[src/verilog/sdcp_defines.svh]
// Constants for the SDRAM command pin control block
`ifndef SDCP_DEFINES_SVH
`define SDCP_DEFINES_SVH
// SDRAM window decode on the upper address bits
`define SDCP_WIN_HI 31
`define SDCP_WIN_LO 26
`define SDCP_WIN_MATCH 6'h01
// Strobe levels, all strobes active low
`define SDCP_STB_ON 1'b0
`define SDCP_STB_OFF 1'b1
// Mask levels, high blocks the lane
`define SDCP_MASK_ON 1'b1
`define SDCP_MASK_OFF 1'b0
// Clock enable levels
`define SDCP_CKE_RUN 1'b1
`define SDCP_CKE_STOP 1'b0
// Word parity bit of the address
`define SDCP_WORD_BIT 0
// Wake count width
`define SDCP_WAKE_W 8
`define SDCP_WAKE_ZERO 8'h00
`define SDCP_WAKE_ONE 8'h01
`endif

[src/verilog/sdcp_pkg.sv]
// Types for the SDRAM command pin control block
`default_nettype none
package sdcp_pkg;
    // Commands offered by the memory controller
    typedef enum logic [3:0] {
        CMD_NOP = 4'h0,
        CMD_ACTIVE = 4'h1,
        CMD_READ = 4'h2,
        CMD_WRITE = 4'h3,
        CMD_PRECHARGE = 4'h4,
        CMD_REFRESH = 4'h5,
        CMD_MODE = 4'h6,
        CMD_SELF_ENTER = 4'h7,
        CMD_SELF_EXIT = 4'h8,
        CMD_SUSPEND_ENTER = 4'h9,
        CMD_SUSPEND_EXIT = 4'hA
    } sdcp_cmd_t;

    // SDRAM control pin levels, driven as one group
    typedef struct packed {
        logic memSelN;
        logic rasN;
        logic casN;
        logic writeEnableN;
        logic lowWordMask;
        logic highWordMask;
        logic refreshAddrBit10;
        logic clkEnable;
    } sdcp_pins_t;

    // One command request from the controller
    typedef struct packed {
        sdcp_cmd_t cmd;
        logic [31:0] address;
        logic addrBit10;
        logic wordAccess;
    } sdcp_req_t;
endpackage : sdcp_pkg
`default_nettype wire
[src/verilog/sdcp_pin_ctrl.sv]
// SDRAM command, mask, address bit 10 and clock enable pin driver
`timescale 1ns/1ns
`default_nettype none
`include "sdcp_defines.svh"

module sdcp_pin_ctrl #(
    parameter int WAKE_CYCLES = 2
) (
    input wire logic sys_clk,
    input wire logic reset_n,
    input wire logic busOwner,
    input wire logic busIs32,
    input wire logic cmdValid,
    output logic cmdReady,
    input wire sdcp_pkg::sdcp_req_t cmdReq,
    output sdcp_pkg::sdcp_pins_t sdramPinsOut,
    output logic sdramPinsOe,
    input wire logic host_request_n,
    output logic host_grant_n_out,
    output logic host_grant_n_oe,
    output logic hostGranted
);
    import sdcp_pkg::*;

    // Host handshake states
    typedef enum logic [1:0] {
        ST_OWN = 2'b00,
        ST_SELF = 2'b01,
        ST_HOST = 2'b10,
        ST_WAKE = 2'b11
    } sdcp_state_t;

    // Wake count load, cut to the counter width on purpose
    localparam logic [`SDCP_WAKE_W-1:0] WAKE_LOAD = WAKE_CYCLES[`SDCP_WAKE_W-1:0];

    // Pin value when nothing is issued
    localparam sdcp_pins_t PINS_IDLE = '{
        memSelN: `SDCP_STB_OFF,
        rasN: `SDCP_STB_OFF,
        casN: `SDCP_STB_OFF,
        writeEnableN: `SDCP_STB_OFF,
        lowWordMask: `SDCP_MASK_OFF,
        highWordMask: `SDCP_MASK_OFF,
        refreshAddrBit10: 1'b0,
        clkEnable: `SDCP_CKE_RUN
    };

    // Handshake state
    sdcp_state_t state_reg;
    sdcp_state_t state_next;
    // Pin group and its drive enable
    sdcp_pins_t pins_reg;
    sdcp_pins_t pins_next;
    logic pinsOe_reg;
    logic pinsOe_next;
    // Grant pin and its drive enable
    logic grant_reg;
    logic grant_next;
    logic grantOe_reg;
    logic grantOe_next;
    // Clock enable and wake counter
    logic cke_reg;
    logic cke_next;
    logic [`SDCP_WAKE_W-1:0] wakeCnt_reg;
    logic [`SDCP_WAKE_W-1:0] wakeCnt_next;
    // Request synchroniser and command decode
    logic hostReqMeta_reg;
    logic hostReqMeta_next;
    logic hostReqSync_reg;
    logic hostReqSync_next;
    logic hostWants;
    logic winHit;
    logic cmdFire;
    logic oddWord;

    // Request pin comes from the host, so two flops first
    always_comb begin
        hostReqMeta_next = host_request_n;
        hostReqSync_next = hostReqMeta_reg;
    end

    // Sync flops park at the idle level so no false request follows reset
    always_ff @(posedge sys_clk) begin
        if (!reset_n) begin
            hostReqMeta_reg <= 1'b1;
            hostReqSync_reg <= 1'b1;
        end else begin
            hostReqMeta_reg <= hostReqMeta_next;
            hostReqSync_reg <= hostReqSync_next;
        end
    end

    assign hostWants = !hostReqSync_reg;

    // SDRAM window decode and address parity
    assign winHit = (cmdReq.address[`SDCP_WIN_HI:`SDCP_WIN_LO] == `SDCP_WIN_MATCH);
    assign oddWord = cmdReq.address[`SDCP_WORD_BIT];

    // A pending host request blocks new commands so self-refresh goes first
    assign cmdReady = (state_reg == ST_OWN) && busOwner && !hostWants;
    assign cmdFire = cmdValid && cmdReady;

    // Next-state and pin encoding
    always_comb begin
        // State, pin drive enable, grant and wake count hold; strobes and masks go idle, grant drive follows busOwner
        state_next = state_reg;
        pins_next = PINS_IDLE;
        // Clock enable and address bit 10 keep their last values
        pins_next.clkEnable = cke_reg;
        pins_next.refreshAddrBit10 = pins_reg.refreshAddrBit10;
        pinsOe_next = pinsOe_reg;
        grant_next = grant_reg;
        grantOe_next = busOwner;
        cke_next = cke_reg;
        wakeCnt_next = wakeCnt_reg;

        // Per-state behaviour
        case (state_reg)
            // Owner: self-refresh for a host first, else one command
            ST_OWN: begin
                pinsOe_next = busOwner;
                if (busOwner && hostWants) begin
                    // Self-refresh entry: refresh with clock enable dropped
                    pins_next.memSelN = `SDCP_STB_ON;
                    pins_next.rasN = `SDCP_STB_ON;
                    pins_next.casN = `SDCP_STB_ON;
                    pins_next.writeEnableN = `SDCP_STB_OFF;
                    cke_next = `SDCP_CKE_STOP;
                    pins_next.clkEnable = `SDCP_CKE_STOP;
                    state_next = ST_SELF;
                end else if (cmdFire) begin
                    case (cmdReq.cmd)
                        // Row open: row strobe only inside the window
                        CMD_ACTIVE: begin
                            if (winHit) begin
                                pins_next.memSelN = `SDCP_STB_ON;
                                pins_next.rasN = `SDCP_STB_ON;
                            end
                            pins_next.refreshAddrBit10 = cmdReq.addrBit10;
                        end

                        // Read: column strobe with write enable high
                        CMD_READ: begin
                            if (winHit) begin
                                pins_next.memSelN = `SDCP_STB_ON;
                                pins_next.casN = `SDCP_STB_ON;
                                pins_next.writeEnableN = `SDCP_STB_OFF;
                            end
                            // Masks stay low on reads
                            pins_next.refreshAddrBit10 = cmdReq.addrBit10;
                        end

                        // Write: column strobe, write enable low, lane masks
                        CMD_WRITE: begin
                            if (winHit) begin
                                pins_next.memSelN = `SDCP_STB_ON;
                                pins_next.casN = `SDCP_STB_ON;
                                pins_next.writeEnableN = `SDCP_STB_ON;
                                // Blocked lane is floated at the memory
                                pins_next.lowWordMask = (!busIs32 && oddWord);
                                pins_next.highWordMask =
                                    busIs32 || (cmdReq.wordAccess && !oddWord);
                            end
                            pins_next.refreshAddrBit10 = cmdReq.addrBit10;
                        end

                        // Precharge: bit 10 picks one bank or all
                        CMD_PRECHARGE: begin
                            pins_next.memSelN = `SDCP_STB_ON;
                            pins_next.rasN = `SDCP_STB_ON;
                            pins_next.writeEnableN = `SDCP_STB_ON;
                            pins_next.refreshAddrBit10 = cmdReq.addrBit10;
                        end

                        // Refresh: bit 10 is left as it was, the memory ignores it
                        CMD_REFRESH: begin
                            pins_next.memSelN = `SDCP_STB_ON;
                            pins_next.rasN = `SDCP_STB_ON;
                            pins_next.casN = `SDCP_STB_ON;
                        end

                        // Mode register load: all three strobes low
                        CMD_MODE: begin
                            pins_next.memSelN = `SDCP_STB_ON;
                            pins_next.rasN = `SDCP_STB_ON;
                            pins_next.casN = `SDCP_STB_ON;
                            pins_next.writeEnableN = `SDCP_STB_ON;
                            pins_next.refreshAddrBit10 = cmdReq.addrBit10;
                        end

                        // Self-refresh entry on request of the controller
                        CMD_SELF_ENTER: begin
                            pins_next.memSelN = `SDCP_STB_ON;
                            pins_next.rasN = `SDCP_STB_ON;
                            pins_next.casN = `SDCP_STB_ON;
                            cke_next = `SDCP_CKE_STOP;
                            pins_next.clkEnable = `SDCP_CKE_STOP;
                        end

                        // Clock enable moves alone for suspend
                        CMD_SUSPEND_ENTER: begin
                            // Suspend is a NOP with the clock enable dropped
                            cke_next = `SDCP_CKE_STOP;
                            pins_next.clkEnable = `SDCP_CKE_STOP;
                        end

                        // Exits: clock enable back up, strobes idle
                        CMD_SELF_EXIT, CMD_SUSPEND_EXIT: begin
                            cke_next = `SDCP_CKE_RUN;
                            pins_next.clkEnable = `SDCP_CKE_RUN;
                        end

                        // NOP and unused codes leave the pins idle
                        default: begin
                            pins_next.memSelN = `SDCP_STB_OFF;
                        end
                    endcase
                end
            end

            ST_SELF: begin
                // Let go of the pins and grant the bus in the cycle after entry, clock enable held low
                pinsOe_next = 1'b0;
                grant_next = 1'b0;
                state_next = ST_HOST;
            end

            ST_HOST: begin
                pinsOe_next = 1'b0;
                if (!hostWants) begin
                    // Host done: retake the pins and wake the memory
                    grant_next = 1'b1;
                    pinsOe_next = busOwner;
                    cke_next = `SDCP_CKE_RUN;
                    pins_next.clkEnable = `SDCP_CKE_RUN;
                    wakeCnt_next = WAKE_LOAD;
                    state_next = ST_WAKE;
                end
            end

            ST_WAKE: begin
                // NOPs while the memory leaves self-refresh
                pinsOe_next = busOwner;
                if (wakeCnt_reg <= `SDCP_WAKE_ONE) begin
                    wakeCnt_next = `SDCP_WAKE_ZERO;
                    state_next = ST_OWN;
                end else begin
                    wakeCnt_next = wakeCnt_reg - `SDCP_WAKE_ONE;
                end
            end

            // Unused state code falls back to the owner state
            default: begin
                state_next = ST_OWN;
            end
        endcase
    end

    // Registers; reset parks every pin but clock enable at its inactive level, and clock enable at run
    always_ff @(posedge sys_clk) begin
        if (!reset_n) begin
            state_reg <= ST_OWN;
            pins_reg <= PINS_IDLE;
            pinsOe_reg <= 1'b0;
            grant_reg <= 1'b1;
            grantOe_reg <= 1'b0;
            cke_reg <= `SDCP_CKE_RUN;
            wakeCnt_reg <= `SDCP_WAKE_ZERO;
        end else begin
            state_reg <= state_next;
            pins_reg <= pins_next;
            pinsOe_reg <= pinsOe_next;
            grant_reg <= grant_next;
            grantOe_reg <= grantOe_next;
            cke_reg <= cke_next;
            wakeCnt_reg <= wakeCnt_next;
        end
    end

    // Pins come straight from flops
    assign sdramPinsOut = pins_reg;
    assign sdramPinsOe = pinsOe_reg;

    // Grant pin from flops; status follows the state flop
    assign host_grant_n_out = grant_reg;
    assign host_grant_n_oe = grantOe_reg;
    assign hostGranted = (state_reg == ST_HOST);
endmodule : sdcp_pin_ctrl
`default_nettype wire

[config.mk]
export PLATFORM = sky130hd
export DESIGN_NAME = sdcp_pin_ctrl
export DESIGN_NICKNAME = d
export VERILOG_FILES = /design/src/verilog/sdcp_pkg.sv /design/src/verilog/sdcp_pin_ctrl.sv
export VERILOG_INCLUDE_DIRS = /design/src /design/src/verilog
export SDC_FILE = /design/constraint.sdc
export NUM_CORES = 1
export LEC_CHECK = 0
export BUFFER_PORTS_ARGS = -buffer_cell sky130_fd_sc_hd__buf_2
export CAP_MARGIN = 40
export CELL_PAD_IN_SITES_DETAIL_PLACEMENT = 0
export CELL_PAD_IN_SITES_GLOBAL_PLACEMENT = 1
export CORE_MARGIN = 5
export CORE_UTILIZATION = 35
export DETAILED_ROUTE_END_ITERATION = 12
export PLACE_DENSITY_LB_ADDON = 0.1
export SYNTH_ARGS = -nofsm -noshare
export SYNTH_HDL_FRONTEND = slang
export SYNTH_SLANG_ARGS = --single-unit
[constraint.sdc]
create_clock -name sys_clk -period 5.6 [get_ports sys_clk]
set_clock_uncertainty 0.1 [all_clocks]
set_input_delay 0 -clock sys_clk [delete_from_list [all_inputs] [get_ports sys_clk]]
set_output_delay 0 -clock sys_clk [all_outputs]
set_load 0.05 [all_outputs]
# Yosys cells after proc, flatten, opt, wreduce, memory -nomap -nowiden
# Cells that the tools add are included.
[word_totals]
ff_bits = 24
latch_bits = 0
ramBits = 0
romBits = 0
input_bits = 44
output_inout_bits = 13
elab_cells = 102
memories = 0
[op_classes]
n_addsub = 1
multipliers = 0
div = 0
n_lt_le_gt_ge = 1
n_eq_ne = 18
shifts = 0
n_mux = 30
bitwise_logic = 6
n_reduce_logical = 30
[ops]
columns = ["cell", "n"]
rows = [
  ["$mux 8", 3],
  ["$eq 4x3->1 const B", 4],
  ["$pmux 8 s2", 1],
  ["$eq 4x4->1 const B", 3],
  ["$mux 2", 6],
  ["$pmux 1 s3", 4],
  ["$pmux 1 s2", 5],
  ["$reduce_or 2->1", 5],
  ["$eq 4x2->1 const B", 2],
  ["$le 8x1->1 const B", 1],
  ["$mux 1", 8],
  ["$mux 4", 2],
  ["$pmux 2 s4", 1],
  ["$reduce_and 2->1", 4],
  ["$reduce_or 4->1", 2],
  ["$sub 8x1->8 const B", 1],
  ["$eq 6x1->1 const B", 1],
  ["$logic_and 1x1->1", 6],
  ["$not 1->1", 6],
  ["$reduce_bool 2->1", 3],
  ["$reduce_or 6->1", 1],
  ["$reduce_or 5->1", 1],
  ["$eq 2x2->1 const B", 2],
  ["$eq 4x1->1 const B", 1],
  ["other kinds (10)", 13],
]

# Longest topological paths before layout
# Gate-level depths: netlist of the first run.
[depth]
depth_word = 8
ltp_mapped = 7
ltp_nobuf = 6

# Worst setup path before layout of the first run
# No wires, ideal clock.
[synth_timing]
path_kind = "reg2reg"
from = "register state_reg[0]"
to = "register wakeCnt_reg[0]"
setup_time_ps = 80
arrival_ps = 2010
t_required_ps = 5420
setup_slack_ps = 3410
path_stages_with_launch = 7
path_buffers = 1
period_less_slack_ps = 2190
path_cell_list = "dfxtp_1 inv_1 ha_1 clkbuf_1 mux2_2 a21o_2 nor3b_1"
[synth_via]
elab_chain_cells = 3
word_cells_on_any_way = 6
classes_between = "3 x eq/ne; 1 x mux; 2 x reduce/logical"
[synth_lines]
columns = ["item", "line", "text"]
rows = [
  ["start: declaration", "sdcp_pin_ctrl.sv:49", "sdcp_state_t state_reg;"],
  ["start signal: assignment", "sdcp_pin_ctrl.sv:270", "state_reg <= state_next;"],
  ["$eq 2x2->1 *", "-", ""],
  ["net hostGranted", "sdcp_pin_ctrl.sv:21", "output logic hostGranted"],
  ["$ne 2x1->1 (no line) or $reduce_bool 2->1 (tied branches)", "-", ""],
  ["$reduce_and 2->1 (no line)", "-", ""],
  ["end signal: assignment", "sdcp_pin_ctrl.sv:268", "wakeCnt_reg <= `SDCP_WAKE_ZERO;"],
  ["end signal: assignment", "sdcp_pin_ctrl.sv:276", "wakeCnt_reg <= wakeCnt_next;"],
  ["end: declaration", "sdcp_pin_ctrl.sv:64", "logic [`SDCP_WAKE_W-1:0] wakeCnt_reg;"],
]
# The timed path passes the listed nets; every way through them passes the cells marked *.
# A chain may end at the register's enable or synchronous reset.

# Final worst setup path of the first run
[layout_timing]
from = "register state_reg[0]"
to = "register pins_reg, in the netlist sdramPinsOut[3]"
[layout_via]
elab_chain_cells = 6
word_cells_on_any_way = 7
classes_between = "2 x bitwise; 5 x reduce/logical"
[layout_lines]
columns = ["item", "line", "text"]
rows = [
  ["$logic_not 2->1 *", "sdcp_pin_ctrl.sv:100, sdcp_pin_ctrl.sv:118", ""],
  ["$logic_and 1x1->1 (2 in series)", "sdcp_pin_ctrl.sv:100", "assign cmdReady = (state_reg == ST_OWN) && busOwner && !hostWants;"],
  ["$logic_and 1x1->1", "sdcp_pin_ctrl.sv:101", "assign cmdFire = cmdValid && cmdReady;"],
  ["$not 1->1 (no line)", "-", ""],
  ["$reduce_or 6->1 (no line) *", "-", ""],
  ["end signal: assignment", "sdcp_pin_ctrl.sv:271", "pins_reg <= pins_next;"],
  ["end: declaration", "sdcp_pin_ctrl.sv:52", "sdcp_pins_t pins_reg;"],
]
# Every way passes the cells marked *; elsewhere a longest branch is shown, timed or not.

==> flow_metrics.py, run 1 <==
metrics = {
    "run_status": {
        "status": "finished clean",
    },
    "drt": {
        "wl_per_cell_um": 12.0,
        "drtPass1Iterations": 4,
        "remaining_drc_errors": 0,
        "vias_per_cell": 4.82,
        "highest_layer": "met4",
        "wl_met1_mm": 1.39,
        "num_vias": 1132,
        "wl_met2_mm": 1.31,
        "routed_wl_mm": 2.82,
        "drtIter0Drc": 45,
        "wl_met3_um": 106,
        "antenna_left": 0,
    },
    "timing": {
        "drv_slew": 0,
        "min_period_over_period_pct": 43.9,
        "finalSetupViolCount": 0,
        "slew_headroom_pct": 64.4,
        "timing.final.hold_violations": 0,
        "rsz0062_at_grt": "no",
        "worst_slew_pin_slew_ns": 0.521,
        "max_clock_freq_mhz": 407,
        "fin_setup_tns_ns": 0,
        "whs_ns": 0.00797,
        "min_period_ns": 2.46,
    },
    "synthesis": {
        "synth_edf_count": 0,
        "ys_top_cells_by_area": "dfxtp_1 (39%), ha_1 (7.1%), nor2_1 (6.1%)",
        "synth_top_area_share_pct": 39.2,
        "syn_area_mm2": 0.00123,
        "synth_top_area_cell": "dfxtp_1",
        "syn_avg_cell_area_um2": 8.57,
        "ys_seq_area_share_pct": 39.2,
        "synthCells": 143,
        "synth-async-reset-ratio_pct": 0,
        "synthTopCellsByCount": "dfxtp_1 (24), nor2_1 (20), nand2_1 (11)",
        "yosysWarningCount": 0,
        "synth_flop_cell": "dfxtp_1",
        "yosys.cell_count.top_type": "dfxtp_1",
        "synth.ff_latch_count": 24,
        "synthesis.nets": 194,
        "ys_types": 38,
    },
    "power_and_ir_drop": {
        "vdd_drop_max_v": 0.000212,
        "p_seq_share_pct": 41.0,
        "clkPwrFrac_pct": 13.2,
        "intPower_uw": 333,
        "p_switching_uw": 245,
        "comb_power_share_pct": 45.7,
        "power_density_mw_per_mm2": 360,
        "power_leakage_nw": 0.688,
        "netSwitchingFraction_pct": 42.4,
    },
    "min_path": {
        "worstHoldStart": "cmdReq[32]",
        "min_path_cells": 5,
        "worst_hold_path_type": "in2reg",
        "holdPathEnd": "sdramPinsOut[5]",
    },
    "critical_path": {
        "cp-start-kind": "flop",
        "worstRegToRegCells": 7,
        "cp_max_fo": 7,
        "end_kind": "flop",
        "crit_buf_inv": 2,
        "cp_slowest_cell": "dlygate4sd3_1",
        "r2r-start": "state_reg[0]",
        "crit_family": "simple AND/OR/NAND/NOR gates",
        "critPathKind": "reg2reg",
        "rr_endpoint": "sdramPinsOut[3]",
        "crit_chain": "inv_1 -> ha_1 -> nand4_1 -> nor3_1 -> nand4_1 -> nor3_1 -> dlygate4sd3_1",
        "max_stage_delay_ns": 0.58,
        "r2r_slack_ns": 3.14,
        "crit_required_ns": 5.76,
        "worst_ep_arrival_time_ns": 2.61,
    },
    "cells_and_area": {
        "layout-area-overhead-vs-synth_pct": 31.0,
        "final-seq-area_um2": 480,
        "antennaDiodeCount": 0,
        "fillers": 366,
        "multi_input_area_um2": 697,
        "drive_above_1_share_pct": 21.7,
        "final_nets": 242,
    },
    "place": {
        "hpwl_mm": 2.08,
        "gp_congestion": 0.781,
        "numPortBuffers": 31,
    },
    "global_routing": {
        "antenna_found_initial": 0,
        "grt_pass1_wl_mm": 5.08,
        "grt_pass1_vias": 1156,
        "grt_max_degree": 14,
        "overflow": 0,
        "grtUsageTotal_pct": 12.6,
    },
    "die": {
        "die-height_um": 69.2,
        "die_w_um": 69.2,
        "core_area_mm2": 0.00336,
        "ioPinCount": 57,
        "initial_utilization_pct": 36.5,
        "rows": 21,
        "die_area_mm2": 0.00479,
    },
    "job": {
        "maxCapViolCount": 0,
    },
    "clock_network": {
        "cts.sinks": 24,
        "numCtsBuffers": 3,
        "root_buffer": "clkbuf_4",
        "cts_max_level": 1,
        "cts_tree": "yes",
        "cts_buffer_depth": 2,
        "path_clk_slew_ns": 0.14,
        "ctsResizeCount": 0,
        "insertion_delay_ns": 0.31,
    },
}
[power by group through the flow]
stage | clock network, mW | logic, mW | registers, mW
after floorplan | 0 | 0.179 | 0.263
after global placement | 0 | 0.255 | 0.239
after detailed placement | 0 | 0.259 | 0.241
after CTS | 0.0807 | 0.267 | 0.237
after global routing | 0.0892 | 0.299 | 0.243
final | 0.0764 | 0.264 | 0.237
[routing by layer]
layer  GRT usage (%)  up-vias
met5               0        -
met4            4.56        0
met3            2.46        2
met2            20.9       23
met1            16.1      511
li1                -      596
[cells in the final DEF, fill, tap and decap left out, types with 2 or more instances in the layout]
master,n
nand3b_1,2
nand2_1,11
xor2_1,6
a21o_2,2
inv_1,9
nand4_1,4
nor2b_1,4
dlygate4sd3_1,16
a31o_2,2
nand3_1,4
and3_1,2
clkbuf_4,3
dfxtp_1,24
nor2_1,20
a21oi_1,9
nor3_1,5
buf_2,31
o21ai_0,4
nand2b_1,4
ha_1,7
[worst register-to-register path, cell delays in order, from the launching register on]
cell and delay, ns:
dfxtp_1 0.37, inv_1 0.12, ha_1 0.31, nand4_1 0.22
nor3_1 0.33, nand4_1 0.19, nor3_1 0.19, dlygate4sd3_1 0.58
[worst max-delay path by stage]
stage | slack (ns) | endpoint | from | cells after the start
2_1_floorplan | 3.41 | wakeCnt_reg[0] | state_reg[0] | 6
4_1_cts | 3.21 | sdramPinsOut[3] | state_reg[0] | 7
6_report | 3.14 | sdramPinsOut[3] | state_reg[0] | 7
3_5_place_dp | 3.56 | sdramPinsOut[1] | state_reg[0] | 6
3_3_place_gp | 3.53 | sdramPinsOut[1] | state_reg[0] | 6
5_1_grt | 2.88 | sdramPinsOut[3] | state_reg[1] | 7
[metrics by stage]
| stage | setup WS, ns | cells | util, % | power, mW | area, µm² |
|---|---|---|---|---|---|
| after floorplan | 3.41 | 143 | - | 0.443 | 1230 |
| after global placement | 3.53 | 216 | 42.3 | 0.494 | 1420 |
| after detailed placement | 3.56 | 216 | 42.3 | 0.500 | 1420 |
| after CTS | 3.21 | 235 | 47.8 | 0.585 | 1610 |
| after global routing | 2.88 | 235 | 47.8 | 0.631 | 1610 |
| final | 3.14 | 235 | 47.8 | 0.578 | 1610 |
[layout make-up]
cell class	count	area share, %
Clock buffer	3	1.40
Inverter	9	2.10
Sequential cell	24	29.9
Multi-Input combinational cell	106	43.4
Timing Repair Buffer	47	19.6
Tap cell	46	3.58
[cells by family (layout without fill, tap and decap cells)]
family          Yosys count  in the layout  synth area share [%]
compound gates           30             30                  18.9
xor+xnor                  6              6                  4.29
fa+ha+maj                 7              7                  7.14
buf+inv                  13             59                  3.98
flops                    24             24                  39.2
mux                       2              2                  1.73
simple gates             61             61                  24.8
[what timing repair did]
action                    CTS  global route
setup buffers               0             0
hold endpoints to repair   14             0
hold buffers               16             0
Power figures use the tool's default switching activity.
==> run 2: changes to the inputs <==
- CORE_UTILIZATION: 35 -> 29
- clock period: 5.6 -> 2.2 ns (I/O delays scaled with it)
==> flow_metrics.py, run 2 (same netlist as run 1, synthesis figures left out) <==
metrics = {
    "timing": {
        "layout_setup_ws_ns": 0.261,
        "worst_slew_pin_slew_ns": 0.474,
        "drv_slew": 0,
        "timing.final.hold_violations": 0,
        "min_period_over_period_pct": 88.1,
        "fin_setup_tns_ns": 0,
        "finalSetupViolCount": 0,
        "whs_ns": 0.0245,
        "slew_headroom_pct": 67.6,
        "min_period_ns": 1.94,
        "rsz0062_at_grt": "no",
        "max_clock_freq_mhz": 516,
    },
    "die": {
        "die_w_um": 75.0,
        "ioPinCount": 57,
        "initial_utilization_pct": 30.2,
        "rows": 23,
        "die-height_um": 75.0,
        "die_area_mm2": 0.00563,
        "core_area_mm2": 0.00406,
    },
    "cells_and_area": {
        "final_common_cell": "buf_2",
        "mostFrequentLayoutCells": "buf_2 (31), dfxtp_1 (24), nor2_1 (20)",
        "drive_above_1_share_pct": 23.9,
        "layout-area-overhead-vs-synth_pct": 31.3,
        "fin_util_pct": 39.7,
        "antennaDiodeCount": 0,
        "design_area_mm2": 0.00161,
        "final_nets": 241,
        "final_cells": 238,
    },
    "place": {
        "gp_congestion": 0.718,
        "hpwl_mm": 2.25,
        "place_ws_ns": 0.265,
        "numPortBuffers": 31,
        "place_area_mm2": 0.00146,
        "dp.cells": 224,
    },
    "critical_path": {
        "critPathKind": "reg2reg",
        "worst_ep_arrival_time_ns": 1.99,
        "cp-start-kind": "flop",
        "rr_endpoint": "wakeCnt_reg[3]",
        "crit_chain": "or4_4 -> o41ai_4 -> a21o_2 -> nor2_1",
        "r2r-start": "wakeCnt_reg[5]",
        "end_kind": "flop",
        "max_stage_delay_ns": 0.56,
        "crit_required_ns": 2.25,
        "worstRegToRegCells": 4,
        "cp_max_fo": 7,
        "cp_slowest_cell": "or4_4",
        "r2r_slack_ns": 0.26,
    },
    "power_and_ir_drop": {
        "power_density_mw_per_mm2": 969,
        "vdd_drop_max_v": 0.000530,
        "p_total_mw": 1.56,
        "power_leakage_nw": 0.691,
    },
    "global_routing": {
        "grt_pass1_wl_mm": 4.82,
        "grtUsageTotal_pct": 11.0,
        "antenna_found_initial": 0,
        "overflow": 0,
        "grt_max_degree": 13,
        "grt_pass1_vias": 1131,
    },
    "drt": {
        "vias_per_cell": 4.74,
        "wl_per_cell_um": 12.2,
        "routed_wl_mm": 2.90,
        "drtIter0Drc": 44,
        "remaining_drc_errors": 0,
        "drtPass1Iterations": 2,
        "antenna_left": 0,
        "num_vias": 1127,
    },
    "job": {
        "maxCapViolCount": 0,
    },
    "min_path": {
        "worstHoldStart": "cmdReq[33]",
        "worst_hold_path_type": "in2reg",
        "holdPathEnd": "sdramPinsOut[7]",
        "min_path_cells": 5,
    },
    "run_status": {
        "status": "finished clean",
    },
    "clock_network": {
        "cts_tree": "yes",
        "cts.sinks": 24,
        "cts_buffer_depth": 2,
        "path_clk_slew_ns": 0.08,
        "numCtsBuffers": 3,
        "root_buffer": "clkbuf_8",
        "cts_max_level": 1,
        "insertion_delay_ns": 0.26,
        "ctsResizeCount": 0,
    },
}
run 2: cell types whose count changed in the layout (fill, tap and decap cells not counted):
| cell | delta |
|---|---|
| buf_4 | +4 |
| clkbuf_4 | -3 |
| clkbuf_8 | +3 |
| dlygate4sd3_1 | -5 |
run 2: report_power, final:
| part | internal [mW] | switching, mW | total (mW) |
|---|---|---|---|
| sequential | 0.521 | 0.0821 | 0.603 |
| combinational | 0.283 | 0.422 | 0.706 |
| clock | 0.122 | 0.129 | 0.251 |
| total | 0.927 | 0.633 | 1.56 |
run 2: how the worst max path moves through the flow:
| stage | startpoint | endpoint |
|---|---|---|
| 3_3_place_gp | wakeCnt_reg[5] | wakeCnt_reg[0] |
| 3_5_place_dp | wakeCnt_reg[5] | wakeCnt_reg[3] |
| 2_1_floorplan | state_reg[0] | wakeCnt_reg[0] |
| 6_report | wakeCnt_reg[5] | wakeCnt_reg[3] |
| 5_1_grt | wakeCnt_reg[5] | wakeCnt_reg[0] |
| 4_1_cts | wakeCnt_reg[5] | wakeCnt_reg[7] |
run 2: layout make-up:
cell class              instances  area [µm²]
multi-input cells             106         697
fillers                       434        2450
clock buffers                   3        41.3
inverters                       9        33.8
well taps                      50        62.6
flip-flops and latches         24         480
repair buffers                 46         295
run 2: worst max-delay path: cells and delay by family (launching register included):
kind | cells | cell delay, ns
AOI/OAI and AO/OA | 2 | 0.77
DFF | 1 | 0.35
and+or+nand+nor | 2 | 0.63
run 2: routing by layer:
metal  wire length (µm)  up-vias  GRT usage, %
li1                   -      592             -
met1               1310      512          13.0
met2               1410       21          19.5
met3                157        2          3.60
met4                 19        0          1.78
met5                  0        -             0
run 2: what timing repair did:
action                    4_1_cts  5_1_grt
hold endpoints to repair       11        0
buffers inserted                0        0
hold buffers                   11        0
==> run 3: changes to the inputs <==
- BUFFER_PORTS_ARGS: -buffer_cell sky130_fd_sc_hd__buf_2 -> -buffer_cell sky130_fd_sc_hd__buf_4
==> flow_metrics.py, run 3 (same netlist as run 1, synthesis figures left out) <==
metrics = {
    "timing": {
        "worst_slew_pin_slew_ns": 0.522,
        "timing.final.hold_violations": 0,
        "layout_setup_ws_ns": 0.264,
        "min_period_ns": 1.94,
        "rsz0062_at_grt": "no",
        "drv_slew": 0,
        "slew_headroom_pct": 64.3,
        "fin_setup_tns_ns": 0,
        "max_clock_freq_mhz": 517,
        "whs_ns": 0.0112,
        "min_period_over_period_pct": 88.0,
        "finalSetupViolCount": 0,
    },
    "place": {
        "place_ws_ns": 0.276,
        "dp.cells": 224,
        "place_area_mm2": 0.00154,
        "hpwl_mm": 2.22,
        "numPortBuffers": 31,
        "gp_congestion": 0.704,
    },
    "clock_network": {
        "numCtsBuffers": 3,
        "cts.sinks": 24,
        "cts_buffer_depth": 2,
        "cts_max_level": 1,
        "cts_tree": "yes",
        "path_clk_slew_ns": 0.09,
        "root_buffer": "clkbuf_8",
        "insertion_delay_ns": 0.26,
        "postCtsSetupRepairBufs": 0,
    },
    "global_routing": {
        "antenna_found_initial": 0,
        "use_met2_pct": 17.8,
        "grt-busiest-layer": "met2",
        "overflow": 0,
        "grt_pass1_vias": 1114,
        "grt_pass1_wl_mm": 4.90,
        "grt.met3_usage_pct": 2.40,
        "grtUsageTotal_pct": 11.0,
        "use_met1_pct": 14.5,
        "grt_max_degree": 14,
    },
    "critical_path": {
        "cp_slowest_cell": "or4_4",
        "cp-start-kind": "flop",
        "end_kind": "flop",
        "cp_max_fo": 7,
        "worstRegToRegCells": 4,
        "crit_chain": "or4_4 -> o41ai_4 -> a21o_2 -> nor2_1",
        "crit_family": "compound AO/OA/AOI/OAI gates",
        "rr_endpoint": "wakeCnt_reg[7]",
        "critPathKind": "reg2reg",
        "crit_required_ns": 2.26,
        "r2r_slack_ns": 0.26,
        "crit_buf_inv": 0,
        "max_stage_delay_ns": 0.56,
        "worst_ep_arrival_time_ns": 1.99,
        "startpoint": "wakeCnt_reg[5]",
        "r2r-start": "wakeCnt_reg[5]",
        "crit_cells": 4,
        "crit_path_end": "wakeCnt_reg[7]",
    },
    "min_path": {
        "worst_hold_path_type": "in2reg",
        "min_path_cells": 3,
    },
    "die": {
        "rows": 23,
        "die-height_um": 75.0,
        "die_w_um": 75.0,
        "initial_utilization_pct": 30.2,
        "die_area_mm2": 0.00563,
        "ioPinCount": 57,
        "core_area_mm2": 0.00406,
    },
    "cells_and_area": {
        "final_nets": 242,
        "drive_above_1_share_pct": 24.2,
        "antennaDiodeCount": 0,
        "final_common_cell": "buf_4",
        "mostFrequentLayoutCells": "buf_4 (35), dfxtp_1 (24), nor2_1 (20)",
        "layout-area-overhead-vs-synth_pct": 39.6,
        "final_cells": 240,
        "fin_util_pct": 42.2,
        "design_area_mm2": 0.00171,
    },
    "drt": {
        "antenna_left": 0,
        "routed_wl_mm": 2.90,
        "drtPass1Iterations": 4,
        "vias_per_cell": 4.78,
        "remaining_drc_errors": 0,
        "drtIter0Drc": 52,
        "num_vias": 1146,
        "wl_per_cell_um": 12.1,
    },
    "power_and_ir_drop": {
        "power_density_mw_per_mm2": 956,
        "p_total_mw": 1.64,
        "vdd_drop_max_v": 0.000437,
        "power_leakage_nw": 0.729,
    },
    "run_status": {
        "status": "finished clean",
    },
    "job": {
        "maxCapViolCount": 0,
    },
}
==> run 3: cell types whose count changed in the layout (fill, tap and decap cells not counted) <==
cell / before / now
dlygate4sd3_1: 11 / 12
clkbuf_8: 3 / 4
buf_2: 31 / 0
buf_4: 4 / 35
==> run 3: worst min-delay path by stage <==
| stage | startpoint | endpoint | slack (ns) |
|---|---|---|---|
| floorplan | reset_n | hostReqSync_reg | -0.03 |
| detailed placement | busIs32 | sdramPinsOut[3] | 0.09 |
| global route | cmdReq[34] | sdramPinsOut[6] | 0.03 |
| CTS | cmdReq[34] | sdramPinsOut[6] | 0.005 |
| finish | cmdReq[34] | sdramPinsOut[6] | 0.01 |
| global placement | busIs32 | sdramPinsOut[3] | 0.07 |
==> run 3: layer usage <==
layer / part of all wire [%] / up-vias
met5: 0 / -
met4: 0.66 / 0
li1: - / 597
met1: 48 / 524
met2: 46 / 23
met3: 5.0 / 2
==> run 3: what timing repair did <==
action                    CTS  global route
hold endpoints to repair   14             0
hold buffers               12             0
gates resized for setup     0             0
==> run 3: power by group <==
group	switching [mW]	total (mW)	leakage [nW]	internal, mW
Clock	0.137	0.297	0.0288	0.159
Sequential	0.0821	0.603	0.196	0.521
Combinational	0.424	0.736	0.504	0.311
==> run 3: final cells by class <==
class	instances	area [µm²]
inverter	9	33.8
clock buffer	4	55.1
timing repair buffer	47	383
sequential	24	480
tap	50	62.6
fill	405	2350
multi-input combinational	106	697
==> run 3: worst min-delay path: stages <==
cell and delay (ns):
buf_4 0.13, a31o_2 0.15, a21oi_1 0.05
